File: src/verilog/rlpc_pkg.sv
// Constants for the reset and low-power control block.
// Assumes one 250 MHz system clock that also serves as the bus clock.
package rlpc_pkg;

    // ------------------------------------------------------------
    // Stabilisation delays, in bus clock cycles
    // ------------------------------------------------------------
    localparam int unsigned STAB_W = 12;
    localparam logic [STAB_W-1:0] STAB_SHORT = 12'h010;
    localparam logic [STAB_W-1:0] STAB_LONG = 12'hfe0;
    localparam logic [STAB_W-1:0] STAB_ONE = 12'h001;
    localparam logic [STAB_W-1:0] STAB_ZERO = 12'h000;

    // ------------------------------------------------------------
    // Fetch address space
    // ------------------------------------------------------------
    localparam int unsigned ADDR_W = 16;
    localparam logic [ADDR_W-1:0] IO_AREA_LAST = 16'h001f;

    // ------------------------------------------------------------
    // Low-power states
    // ------------------------------------------------------------
    typedef enum logic [2:0] {
        LP_RUN,
        LP_STOP,
        LP_HALT,
        LP_WAIT,
        LP_RESTART
    } rlpc_lp_t;

endpackage : rlpc_pkg

File: src/verilog/rlpc_src_if.sv
// Reset sources and the combined reset between top and latch.
// Assumes both ends share clk_sys.
interface rlpc_src_if;
    logic por_active;
    logic ext_low;
    logic wdog_hit;
    logic bad_fetch;
    logic rst;
    logic pin_pulldown;

    modport src (
        output por_active,
        output ext_low,
        output wdog_hit,
        output bad_fetch,
        input rst,
        input pin_pulldown
    );

    modport latch (
        input por_active,
        input ext_low,
        input wdog_hit,
        input bad_fetch,
        output rst,
        output pin_pulldown
    );
endinterface : rlpc_src_if

File: src/verilog/rlpc_stab_timer.sv
// Oscillator stabilisation timer, 16 or 4064 bus cycles.
// Assumes start is a one-cycle pulse; a new start reloads.
module rlpc_stab_timer (
    input wire logic clk_sys,
    input wire logic reset,
    input wire logic start,
    input wire logic long_sel,
    output logic busy,
    output logic done
);

    logic [rlpc_pkg::STAB_W-1:0] count_reg;
    logic busy_reg;
    logic done_reg;

    // ------------------------------------------------------------
    // Down counter
    // ------------------------------------------------------------
    always_ff @(posedge clk_sys) begin
        if (reset) begin
            count_reg <= rlpc_pkg::STAB_ZERO;
            busy_reg <= 1'b0;
            done_reg <= 1'b0;
        end else if (start) begin
            count_reg <= long_sel ? rlpc_pkg::STAB_LONG : rlpc_pkg::STAB_SHORT;
            busy_reg <= 1'b1;
            done_reg <= 1'b0;
        end else if (busy_reg) begin
            count_reg <= count_reg - rlpc_pkg::STAB_ONE;
            busy_reg <= (count_reg != rlpc_pkg::STAB_ONE);
            done_reg <= (count_reg == rlpc_pkg::STAB_ONE);
        end else begin
            done_reg <= 1'b0;
        end
    end

    assign busy = busy_reg;
    assign done = done_reg;

endmodule : rlpc_stab_timer

File: src/verilog/rlpc_reset_latch.sv
// Reset latch: any source sets it, it clears once all have ended.
// Assumes sources are synchronous to clk_sys.
module rlpc_reset_latch (
    input wire logic clk_sys,
    input wire logic reset,
    rlpc_src_if.latch src
);

    logic rst_reg;
    logic pulldown_reg;
    logic any_src;

    assign any_src = src.por_active | src.ext_low | src.wdog_hit | src.bad_fetch;

    // ------------------------------------------------------------
    // Combined reset
    // ------------------------------------------------------------
    // Cleared only when no source is left, so ends never overlap badly
    always_ff @(posedge clk_sys) begin
        if (reset) begin
            rst_reg <= 1'b1;
        end else begin
            rst_reg <= any_src;
        end
    end

    // ------------------------------------------------------------
    // Reset pin pulldown, one bus cycle
    // ------------------------------------------------------------
    always_ff @(posedge clk_sys) begin
        if (reset) begin
            pulldown_reg <= 1'b0;
        end else begin
            pulldown_reg <= src.wdog_hit | src.bad_fetch;
        end
    end

    assign src.rst = rst_reg;
    assign src.pin_pulldown = pulldown_reg;

endmodule : rlpc_reset_latch

File: src/verilog/rlpc_top.sv
// Reset combiner and low-power sequencer of a small controller.
// Assumes all inputs are synchronous to clk_sys; reset is power-on.
module rlpc_top (
    input wire logic clk_sys,
    input wire logic reset,
    input wire logic opt_long_delay,
    input wire logic opt_wdog_fitted,
    input wire logic opt_stop_is_halt,
    input wire logic opt_porta_irq,
    input wire logic osc_ready,
    input wire logic reset_pin_in,
    output logic reset_pin_out,
    output logic reset_pin_oe,
    input wire logic wdog_timeout,
    input wire logic fetch_valid,
    input wire logic [rlpc_pkg::ADDR_W-1:0] fetch_addr,
    input wire logic stop_exec,
    input wire logic wait_exec,
    input wire logic ext_irq_event,
    input wire logic porta_irq_event,
    input wire logic timer_irq_pending,
    input wire logic serial_prog_select,
    input wire logic irq_pin_in,
    input wire logic port_b_bit0_in,
    output logic internal_reset,
    output logic osc_enable,
    output logic cpu_clock_enable,
    output logic timer_clock_enable,
    output logic wdog_clock_enable,
    output logic clear_timer_bits,
    output logic clear_irq_mask,
    output logic set_ext_irq_enable,
    output logic [2:0] lp_state,
    output logic serial_prog_mode,
    output logic nvm_serial_clk,
    output logic nvm_serial_data
);

    // ------------------------------------------------------------
    // Declarations
    // ------------------------------------------------------------
    rlpc_src_if srcs ();

    rlpc_pkg::rlpc_lp_t lp_reg;
    rlpc_pkg::rlpc_lp_t lp_next;
    logic por_wait_osc_reg;
    logic por_active_reg;
    logic rst_prev_reg;
    logic serial_mode_reg;
    logic nvm_clk_reg;
    logic nvm_data_reg;
    logic clear_timer_reg;
    logic clear_mask_reg;
    logic set_ext_irq_enable_reg;
    logic stab_start;
    logic from_stop_reg;
    logic stab_done;
    logic rst;
    logic cpu_running;
    logic stop_wake;
    logic halt_wake;
    logic enter_stop;
    logic enter_halt;
    logic enter_wait;
    logic wdog_running;

    // ------------------------------------------------------------
    // Reset sources
    // ------------------------------------------------------------
    assign rst = srcs.rst;
    // Requests count only in run with reset released
    assign cpu_running = (lp_reg == rlpc_pkg::LP_RUN) && !rst;
    // A stop restart keeps the counter frozen; a halt restart does not
    assign wdog_running = (lp_reg != rlpc_pkg::LP_STOP)
        && !(lp_reg == rlpc_pkg::LP_RESTART && from_stop_reg);

    assign srcs.ext_low = !reset_pin_in;
    // Stalled watchdog clock in stop cannot time out
    assign srcs.wdog_hit = opt_wdog_fitted && wdog_timeout && wdog_running;
    // Only fetches issued while the CPU runs count
    assign srcs.bad_fetch = cpu_running && fetch_valid && (fetch_addr <= rlpc_pkg::IO_AREA_LAST);
    assign srcs.por_active = por_active_reg;

    rlpc_reset_latch u_latch (
        .clk_sys(clk_sys),
        .reset(reset),
        .src(srcs)
    );

    // ------------------------------------------------------------
    // Power-on delay
    // ------------------------------------------------------------
    // Delay starts only once the oscillator reports running
    always_ff @(posedge clk_sys) begin
        if (reset) begin
            por_wait_osc_reg <= 1'b1;
        end else if (osc_ready) begin
            por_wait_osc_reg <= 1'b0;
        end
    end

    always_ff @(posedge clk_sys) begin
        if (reset) begin
            por_active_reg <= 1'b1;
        end else if (!por_wait_osc_reg && stab_done) begin
            por_active_reg <= 1'b0;
        end
    end

    // One timer serves both power-up and stop/halt restart
    assign stab_start = (por_wait_osc_reg && osc_ready)
        || (!rst && lp_reg != rlpc_pkg::LP_RESTART && lp_next == rlpc_pkg::LP_RESTART);

    rlpc_stab_timer u_stab (
        .clk_sys(clk_sys),
        .reset(reset),
        .start(stab_start),
        .long_sel(opt_long_delay),
        .busy(),
        .done(stab_done)
    );

    // ------------------------------------------------------------
    // Low-power sequencer
    // ------------------------------------------------------------
    // Stop wins when both instructions arrive together
    assign enter_stop = cpu_running && stop_exec && !opt_stop_is_halt;
    assign enter_halt = cpu_running && stop_exec && opt_stop_is_halt;
    assign enter_wait = cpu_running && wait_exec && !stop_exec;
    assign stop_wake = ext_irq_event || (opt_porta_irq && porta_irq_event);
    assign halt_wake = ext_irq_event || timer_irq_pending;

    always_comb begin
        lp_next = lp_reg;
        case (lp_reg)
            rlpc_pkg::LP_RUN: begin
                if (enter_stop) begin
                    lp_next = rlpc_pkg::LP_STOP;
                end else if (enter_halt) begin
                    lp_next = rlpc_pkg::LP_HALT;
                end else if (enter_wait) begin
                    lp_next = rlpc_pkg::LP_WAIT;
                end
            end
            rlpc_pkg::LP_STOP: begin
                if (stop_wake) begin
                    lp_next = rlpc_pkg::LP_RESTART;
                end
            end
            rlpc_pkg::LP_HALT: begin
                if (halt_wake) begin
                    lp_next = rlpc_pkg::LP_RESTART;
                end
            end
            rlpc_pkg::LP_WAIT: begin
                if (halt_wake) begin
                    lp_next = rlpc_pkg::LP_RUN;
                end
            end
            rlpc_pkg::LP_RESTART: begin
                if (stab_done) begin
                    lp_next = rlpc_pkg::LP_RUN;
                end
            end
            default: begin
                lp_next = rlpc_pkg::LP_RUN;
            end
        endcase
    end

    // External reset exits every mode through the latch
    always_ff @(posedge clk_sys) begin
        if (reset) begin
            lp_reg <= rlpc_pkg::LP_RUN;
        end else if (rst) begin
            lp_reg <= rlpc_pkg::LP_RUN;
        end else begin
            lp_reg <= lp_next;
        end
    end

    // ------------------------------------------------------------
    // Restart origin
    // ------------------------------------------------------------
    // Halt restart keeps watchdog and timers alive, stop restart does not
    always_ff @(posedge clk_sys) begin
        if (reset) begin
            from_stop_reg <= 1'b0;
        end else if (enter_stop) begin
            from_stop_reg <= 1'b1;
        end else if (enter_halt || rst) begin
            from_stop_reg <= 1'b0;
        end
    end

    // ------------------------------------------------------------
    // Entry side effects, one-cycle pulses
    // ------------------------------------------------------------
    // Only true stop touches timer state; halt keeps it
    always_ff @(posedge clk_sys) begin
        if (reset) begin
            clear_timer_reg <= 1'b0;
        end else begin
            clear_timer_reg <= enter_stop;
        end
    end

    always_ff @(posedge clk_sys) begin
        if (reset) begin
            clear_mask_reg <= 1'b0;
            set_ext_irq_enable_reg <= 1'b0;
        end else begin
            clear_mask_reg <= enter_stop || enter_halt || enter_wait;
            set_ext_irq_enable_reg <= enter_stop || enter_halt || enter_wait;
        end
    end

    // ------------------------------------------------------------
    // Clock gating
    // ------------------------------------------------------------
    // Oscillator off only in true stop; halt leaves it running
    assign osc_enable = (lp_reg != rlpc_pkg::LP_STOP);
    assign wdog_clock_enable = wdog_running;
    assign timer_clock_enable = (lp_reg == rlpc_pkg::LP_RUN)
        || (lp_reg == rlpc_pkg::LP_HALT) || (lp_reg == rlpc_pkg::LP_WAIT)
        || (lp_reg == rlpc_pkg::LP_RESTART && !from_stop_reg);
    // CPU clock held in every low-power state and in serial mode
    assign cpu_clock_enable = (lp_reg == rlpc_pkg::LP_RUN) && !serial_mode_reg;

    // ------------------------------------------------------------
    // Serial programming mode
    // ------------------------------------------------------------
    always_ff @(posedge clk_sys) begin
        rst_prev_reg <= reset ? 1'b1 : rst;
    end

    // Mode is sampled on the reset release edge only
    always_ff @(posedge clk_sys) begin
        if (reset) begin
            serial_mode_reg <= 1'b0;
        end else if (rst) begin
            serial_mode_reg <= 1'b0;
        end else if (rst_prev_reg) begin
            serial_mode_reg <= serial_prog_select;
        end
    end

    // Pins copied only in serial mode, else held low
    always_ff @(posedge clk_sys) begin
        if (reset) begin
            nvm_clk_reg <= 1'b0;
            nvm_data_reg <= 1'b0;
        end else if (serial_mode_reg) begin
            nvm_clk_reg <= irq_pin_in;
            nvm_data_reg <= port_b_bit0_in;
        end else begin
            nvm_clk_reg <= 1'b0;
            nvm_data_reg <= 1'b0;
        end
    end

    // ------------------------------------------------------------
    // Outputs
    // ------------------------------------------------------------
    assign internal_reset = rst;
    // Open drain: the pin is only ever pulled low
    assign reset_pin_out = 1'b0;
    assign reset_pin_oe = srcs.pin_pulldown;
    assign clear_timer_bits = clear_timer_reg;
    assign clear_irq_mask = clear_mask_reg;
    assign set_ext_irq_enable = set_ext_irq_enable_reg;
    assign lp_state = lp_reg;
    assign serial_prog_mode = serial_mode_reg;
    assign nvm_serial_clk = nvm_clk_reg;
    assign nvm_serial_data = nvm_data_reg;

endmodule : rlpc_top

File: config.mk
export PLATFORM = sky130hd
export DESIGN_NAME = rlpc_top
export DESIGN_NICKNAME = d
export VERILOG_FILES = /design/src/verilog/rlpc_pkg.sv /design/src/verilog/rlpc_src_if.sv /design/src/verilog/rlpc_stab_timer.sv /design/src/verilog/rlpc_reset_latch.sv /design/src/verilog/rlpc_top.sv
export SDC_FILE = /design/constraint.sdc
export NUM_CORES = 1
export LEC_CHECK = 0
export BUFFER_PORTS_ARGS = -buffer_cell sky130_fd_sc_hd__buf_2
export CAP_MARGIN = 20
export CORE_MARGIN = 2
export CORE_UTILIZATION = 45
export CTS_CLUSTER_SIZE = 30
export DETAILED_ROUTE_END_ITERATION = 12
export PLACE_DENSITY_LB_ADDON = 0.12
export RECOVER_POWER = 25
export SETUP_SLACK_MARGIN = 0.1
export SYNTH_ARGS = -nofsm -noshare
export SYNTH_HDL_FRONTEND = slang
export SYNTH_SLANG_ARGS = --single-unit
File: constraint.sdc
create_clock -name clk_sys -period 3.6 [get_ports clk_sys]
set_input_delay 0.18 -clock clk_sys [delete_from_list [all_inputs] [get_ports clk_sys]]
set_output_delay 0.18 -clock clk_sys [all_outputs]
set_load 0.02 [all_outputs]
* Word-level counts from Yosys, hierarchy flattened
Cells that the tools add are included.
** Cells by class
- $add $sub $neg :: 1
- $lt $le $gt $ge :: 1
- Equal/unequal tests :: 9
- Mux-type cells :: 15
- Bitwise gates (word level) :: 6
- Reduce and logical (&&, ||, !) cells :: 42
** Operator list (number)
- 12-bit 2-to-1 mux :: 3
- 3-bit 2-to-1 mux :: 7
- 1-bit logical AND :: 19
- 16-bit by 5-bit less-or-equal comparator with 1-bit output (second input constant) :: 1
- 3-bit one-hot mux with 5 select lines :: 1
- 12-bit by 1-bit == test with 1-bit output (second input constant) :: 1
- 12-bit by 1-bit != test with 1-bit output (second input constant) :: 1
- 12-bit by 1-bit subtractor with 12-bit output (second input constant) :: 1
- 1-bit logical OR :: 9
- 1-bit logical NOT :: 8
- 3-bit by 2-bit == test with 1-bit output (second input constant) :: 2
- 3-bit == test (second input constant) :: 2
- 1-bit 2-to-1 mux :: 4
- 1-bit bitwise OR :: 4
- 2-bit nonzero test :: 2
- 2-bit OR reduction :: 2
- 3-bit by 1-bit == test with 1-bit output (second input constant) :: 1
- 3-bit logical NOT :: 1
- 3-bit by 1-bit != test with 1-bit output (second input constant) :: 1
- 3-bit != test (second input constant) :: 1
- 3-bit OR reduction :: 1
- 1-bit inverter :: 2
** Word-level totals
- Bits in registers :: 28
- Input port bits :: 34
- Output and inout bits :: 16
- Word-level logic and storage cells :: 89

* Logic depth before layout (Yosys ltp)
- Depth after elaboration :: 12
- Depth in mapped cells :: 6

* Cells and area by module
Synthesis repeated with hierarchy kept, for this count alone.
** Second synthesis, totals
- Cell total of the unflattened synthesis :: 159
- Area total of the unflattened synthesis :: 1412.6 µm²
** By module, submodules not included
- rlpc_stab_timer :: times used 1, cells each 84, area each 743.2 µm², sequential area each 280.3 µm²
- rlpc_top :: times used 1, cells each 69, area each 613.1 µm², sequential area each 240.2 µm²
- rlpc_reset_latch :: times used 1, cells each 6, area each 56.3 µm², sequential area each 40.0 µm²

* Worst setup path after synthesis
No wires, ideal clock.
- Path kind :: reg-to-reg
- From :: reg lp_reg[0], in the netlist lp_state[0]
- To :: reg u_stab.count_reg[4] (netlist name)
- Library setup time :: 0.123 ns
- Data arrival time :: 1.739 ns
- Path slack :: 1.738 ns
- Cell stages (with the launch flop) :: 6
- Buffers on the path :: 1
- Clock period less this slack :: 1.862 ns
- Cells stage by stage :: dfxtp_1 > buf_2 > or3b_1 > o22ai_2 > a22oi_2 > mux2_1
** Between the ends
- Cells in the longest elaborated chain, start to end :: 12
** Ends and longest elaborated chain
- start, declared :: RTL line rlpc_top.sv:44 : rlpc_pkg::rlpc_lp_t lp_reg;
- start signal, assigned :: RTL line rlpc_top.sv:174 : lp_reg <= rlpc_pkg::LP_RUN;
- start signal, assigned :: RTL line rlpc_top.sv:176 : lp_reg <= rlpc_pkg::LP_RUN;
- start signal, assigned :: RTL line rlpc_top.sv:178 : lp_reg <= lp_next;
- 3-bit logical NOT :: RTL line rlpc_top.sv:72, rlpc_top.sv:135
- 1-bit logical AND :: RTL line rlpc_top.sv:72 : assign cpu_running = (lp_reg == rlpc_pkg::LP_RUN) && !rst;
- 1-bit logical AND (2 in a row) :: RTL line rlpc_top.sv:129 : assign enter_wait = cpu_running && wait_exec && !stop_exec;
- 3-bit 2-to-1 mux :: RTL line rlpc_top.sv:141 : end else if (enter_wait) begin
- 3-bit 2-to-1 mux :: RTL line rlpc_top.sv:139 : end else if (enter_halt) begin
- 3-bit 2-to-1 mux :: RTL line rlpc_top.sv:137 : if (enter_stop) begin
- 3-bit one-hot mux with 5 select lines :: RTL line rlpc_top.sv:135 : case (lp_reg)
- 3-bit == test :: RTL line rlpc_top.sv:112 : || (!rst && lp_reg != rlpc_pkg::LP_RESTART && lp_next == rlpc_pkg::LP_RESTART);
- 1-bit logical AND (*) :: RTL line rlpc_top.sv:112
- 1-bit logical OR (*) :: RTL line rlpc_top.sv:112
- 12-bit 2-to-1 mux or 2-bit nonzero test (tied branches)
- end signal, assigned :: RTL line rlpc_stab_timer.sv:21 : count_reg <= rlpc_pkg::STAB_ZERO;
- end signal, assigned :: RTL line rlpc_stab_timer.sv:25 : count_reg <= long_sel ? rlpc_pkg::STAB_LONG : rlpc_pkg::STAB_SHORT;
- end signal, assigned :: RTL line rlpc_stab_timer.sv:29 : count_reg <= count_reg - rlpc_pkg::STAB_ONE;
- end, declared :: RTL line rlpc_stab_timer.sv:12 : logic [rlpc_pkg::STAB_W-1:0] count_reg;
Mark *: on every way between the ends. The rest lies on a longest branch, timed or not.
A chain may end at the register's enable or synchronous reset.

* Final worst setup path
- From :: reg lp_reg[1], in the netlist lp_state[1]
- To :: reg u_stab.count_reg[9] (netlist name)
Same word-level chain as after synthesis.

==> flow_metrics.py <==
metrics = {
    "clocking": {
        "tritoncts": "done",
        "cts_resized": 0,
        "clock_path_buffers": 2,
        "h-tree-depth": 1,
        "cts_hold_buf": 0,
        "cts.sink_count": 28,
        "clk_latency_ns": 0.32,
        "cts_buffers": 3,
        "cts.reportedPaths.clkPinSlew_ns": 0.15,
        "cts_setup_buffers": 0,
        "cts-root-buf": "clkbuf_4",
    },
    "sta": {
        "setup_tns_ns": 0,
        "setup_ws_ns": 1.62,
        "slew_viol_final": 0,
        "fin_crit_sh_pct": 55.0,
        "skew_ns": 0.00285,
        "clock.fmax_mhz": 505,
        "setup_viol_count_final": 0,
        "hold_viol_final": 0,
        "period_minus_slack_ns": 1.98,
        "slew_headroom_pct": 62.0,
        "worst_slew_pin_slew_ns": 0.565,
        "rsz0062_at_grt": "no",
    },
    "power_and_ir_drop": {
        "p_switching_mw": 0.165,
        "power_density_nw_per_um2": 412,
        "cellLeakagePower_nw": 0.656,
        "comb_power_share_pct": 16.1,
        "power_switching_share_pct": 25.0,
        "ir_worst_vdd_v": 0.000301,
        "p_int_mw": 0.494,
        "clkPwrFrac_pct": 30.9,
        "p_seq_share_pct": 52.9,
    },
    "setup_path": {
        "cp_max_fo": 13,
        "rrSetupSlack_ns": 1.62,
        "r2r-start": "lp_state[1]",
        "crit_path_start_kind": "flip-flop",
        "cp-startpoint": "lp_state[1]",
        "critPathRequiredTime_ns": 3.80,
        "arrival_ns": 2.18,
        "critPathKind": "flip-flop to flip-flop",
        "crit_path_end_kind": "flip-flop",
    },
    "logic_synthesis": {
        "synth_cell_types": 45,
        "netlist_instances": 144,
        "ys_seq_area_share_pct": 41.6,
        "synth_flop_cell": "dfxtp_1",
        "yosys.area.top_type_share_pct": 41.6,
        "yosys-top-cells-area": "dfxtp_1 (42%), xnor2_1 (4.5%), nor2_1 (3.3%)",
        "synth_edf_count": 0,
        "yosys.area_share.simple_pct": 26.3,
        "synth_common_cells": "dfxtp_1 (28), nor2_1 (12), a21oi_1 (8)",
        "syn-num-nets": 180,
        "syn-cell-area_um2": 1350,
        "synthArstFlopShare_pct": 0,
        "synthXorXnorAreaFrac_pct": 6.49,
        "synth_warnings": 0,
        "postSynthAreaPerCell_um2": 9.37,
        "ys_ff_latch": 28,
        "synth_most_common_cell": "dfxtp_1",
        "yosysTopAreaCell": "dfxtp_1",
        "synth_compound_area_share_pct": 16.3,
        "synth_fa_ha_area_share_pct": 1.86,
        "synthMuxAreaShare_pct": 1.58,
        "synth_top_family_by_area": "simple AND/OR/NAND/NOR gates",
    },
    "floorplan": {
        "die_h_um": 58.7,
        "ios": 50,
        "initial_utilization_pct": 48.1,
        "dieArea_um2": 3450,
        "die_w_um": 58.7,
        "row_count": 19,
        "core_region_area_um2": 2810,
    },
    "outcome": {
        "status": "complete, but fails checks",
        "violations": "DRC",
    },
    "placement": {
        "placed_area_um2": 1550,
        "gp_congestion": 0.740,
        "dp_slack_ns": 1.61,
        "io_buffers": 43,
        "dp_hpwl_um": 1990,
        "place_inst": 209,
    },
    "detailed_routing": {
        "first_iter_violations": 26,
        "wirelength_um": 2690,
        "wl_per_cell_um": 12.6,
        "via_per_inst": 5.49,
        "vias": 1169,
        "drc": 3,
        "dr.pass1.iters": 8,
        "drtAntennaViolNets": 0,
    },
    "grt": {
        "grt_pass1_wl_um": 4750,
        "track_usage_pct": 17.5,
        "grt_max_degree": 17,
        "grt.overflow.total": 0,
        "grt_pass1_vias": 1121,
        "antenna_found_initial": 0,
    },
    "layout": {
        "fin_cells": 213,
        "largest_reg_flops": 12,
        "syn_to_final_growth_pct": 18.7,
        "layout-drive-gt1-share_pct": 29.7,
        "n_antenna_cell": 0,
        "design_area_um2": 1600,
        "final_nets": 219,
    },
    "flow_run": {
        "cap_viol_max_count": 0,
    },
    "hold_path": {
        "hp-start": "opt_stop_is_halt",
        "hp-class": "input port to flip-flop",
    },
}
[cell type report]
cell class                 count  area (um2)
clock buffer                   3        22.5
clock inverter                 1        30.0
fill                         261        1200
inverter                       7        26.3
multi-input combinational    100         713
sequential                    28         561
tap                           31        38.8
timing repair buffer          43         210
[logic make-up (layout without fill, tap and decap cells)]
kind of cell / count (synthesis) / after routing
and+or+nand+nor: 55 / 55
AOI/OAI and AO/OA: 30 / 30
DFF: 28 / 28
buffers and inverters: 16 / 54
xor gates and xnor gates: 10 / 10
adders and majority gates: 2 / 2
muxes: 2 / 2
other: 1 / 1
[final timing paths]
path,to,cells after the start
hold reg to reg,u_latch.src.rst,1
setup reg to reg,u_stab.count_reg[9],4
setup / recovery,u_stab.count_reg[9],4
hold / removal,from_stop_reg,2
[metal layers]
layer	track usage (%)	share of wire, %
met2	28.9	45
met4	4.22	0.67
met1	23.0	47
met5	0	0
met3	4.40	7.4
[per-stage QoR]
step	total power, mW	hold slack [ns]	util, %
after floorplan	0.431	0.284	-
after global placement	0.457	0.414	55.4
after detailed placement	0.461	0.423	55.4
after CTS	0.667	0.0550	57.3
after global routing	0.695	0.0566	57.1
final	0.659	0.0726	57.1
[power by group through the flow]
| stage | clock network, mW | registers [mW] | logic, mW |
|---|---|---|---|
| 6_report | 0.204 | 0.349 | 0.106 |
| 5_1_grt | 0.223 | 0.352 | 0.120 |
| 4_1_cts | 0.211 | 0.349 | 0.107 |
| 3_3_place_gp | 0 | 0.354 | 0.103 |
| 2_1_floorplan | 0 | 0.351 | 0.0799 |
| 3_5_place_dp | 0 | 0.355 | 0.106 |
[critical path, stage by stage (launching register included)]
cell and delay [ns]:
dfxtp_1 0.59, or3b_1 0.40, o22ai_2 0.21, a221o_1 0.48
a22oi_1 0.17
[cells in the final DEF (no fill, tap or decap), drive strengths merged, types with 2 or more instances in the layout]
| cell | Yosys | final |
|---|---|---|
| dfxtp | 28 | 28 |
| or3b | 3 | 3 |
| a21oi | 8 | 8 |
| or4 | 2 | 2 |
| o21ai | 4 | 4 |
| o21a | 2 | 2 |
| nor2 | 12 | 12 |
| xnor2 | 7 | 7 |
| buf | 6 | 39 |
| a22oi | 8 | 8 |
| nand2 | 5 | 5 |
| nor2b | 3 | 3 |
| clkbuf | 3 | 7 |
| ha | 2 | 2 |
| xor2 | 3 | 3 |
| inv | 7 | 7 |
| nor4 | 7 | 7 |
| a21o | 2 | 2 |
| nand4 | 3 | 3 |
| nor3 | 6 | 6 |
| nand2b | 3 | 3 |
| and3b | 3 | 3 |
| nor4b | 2 | 2 |
Note: power is estimated with default switching activity, not from simulation.
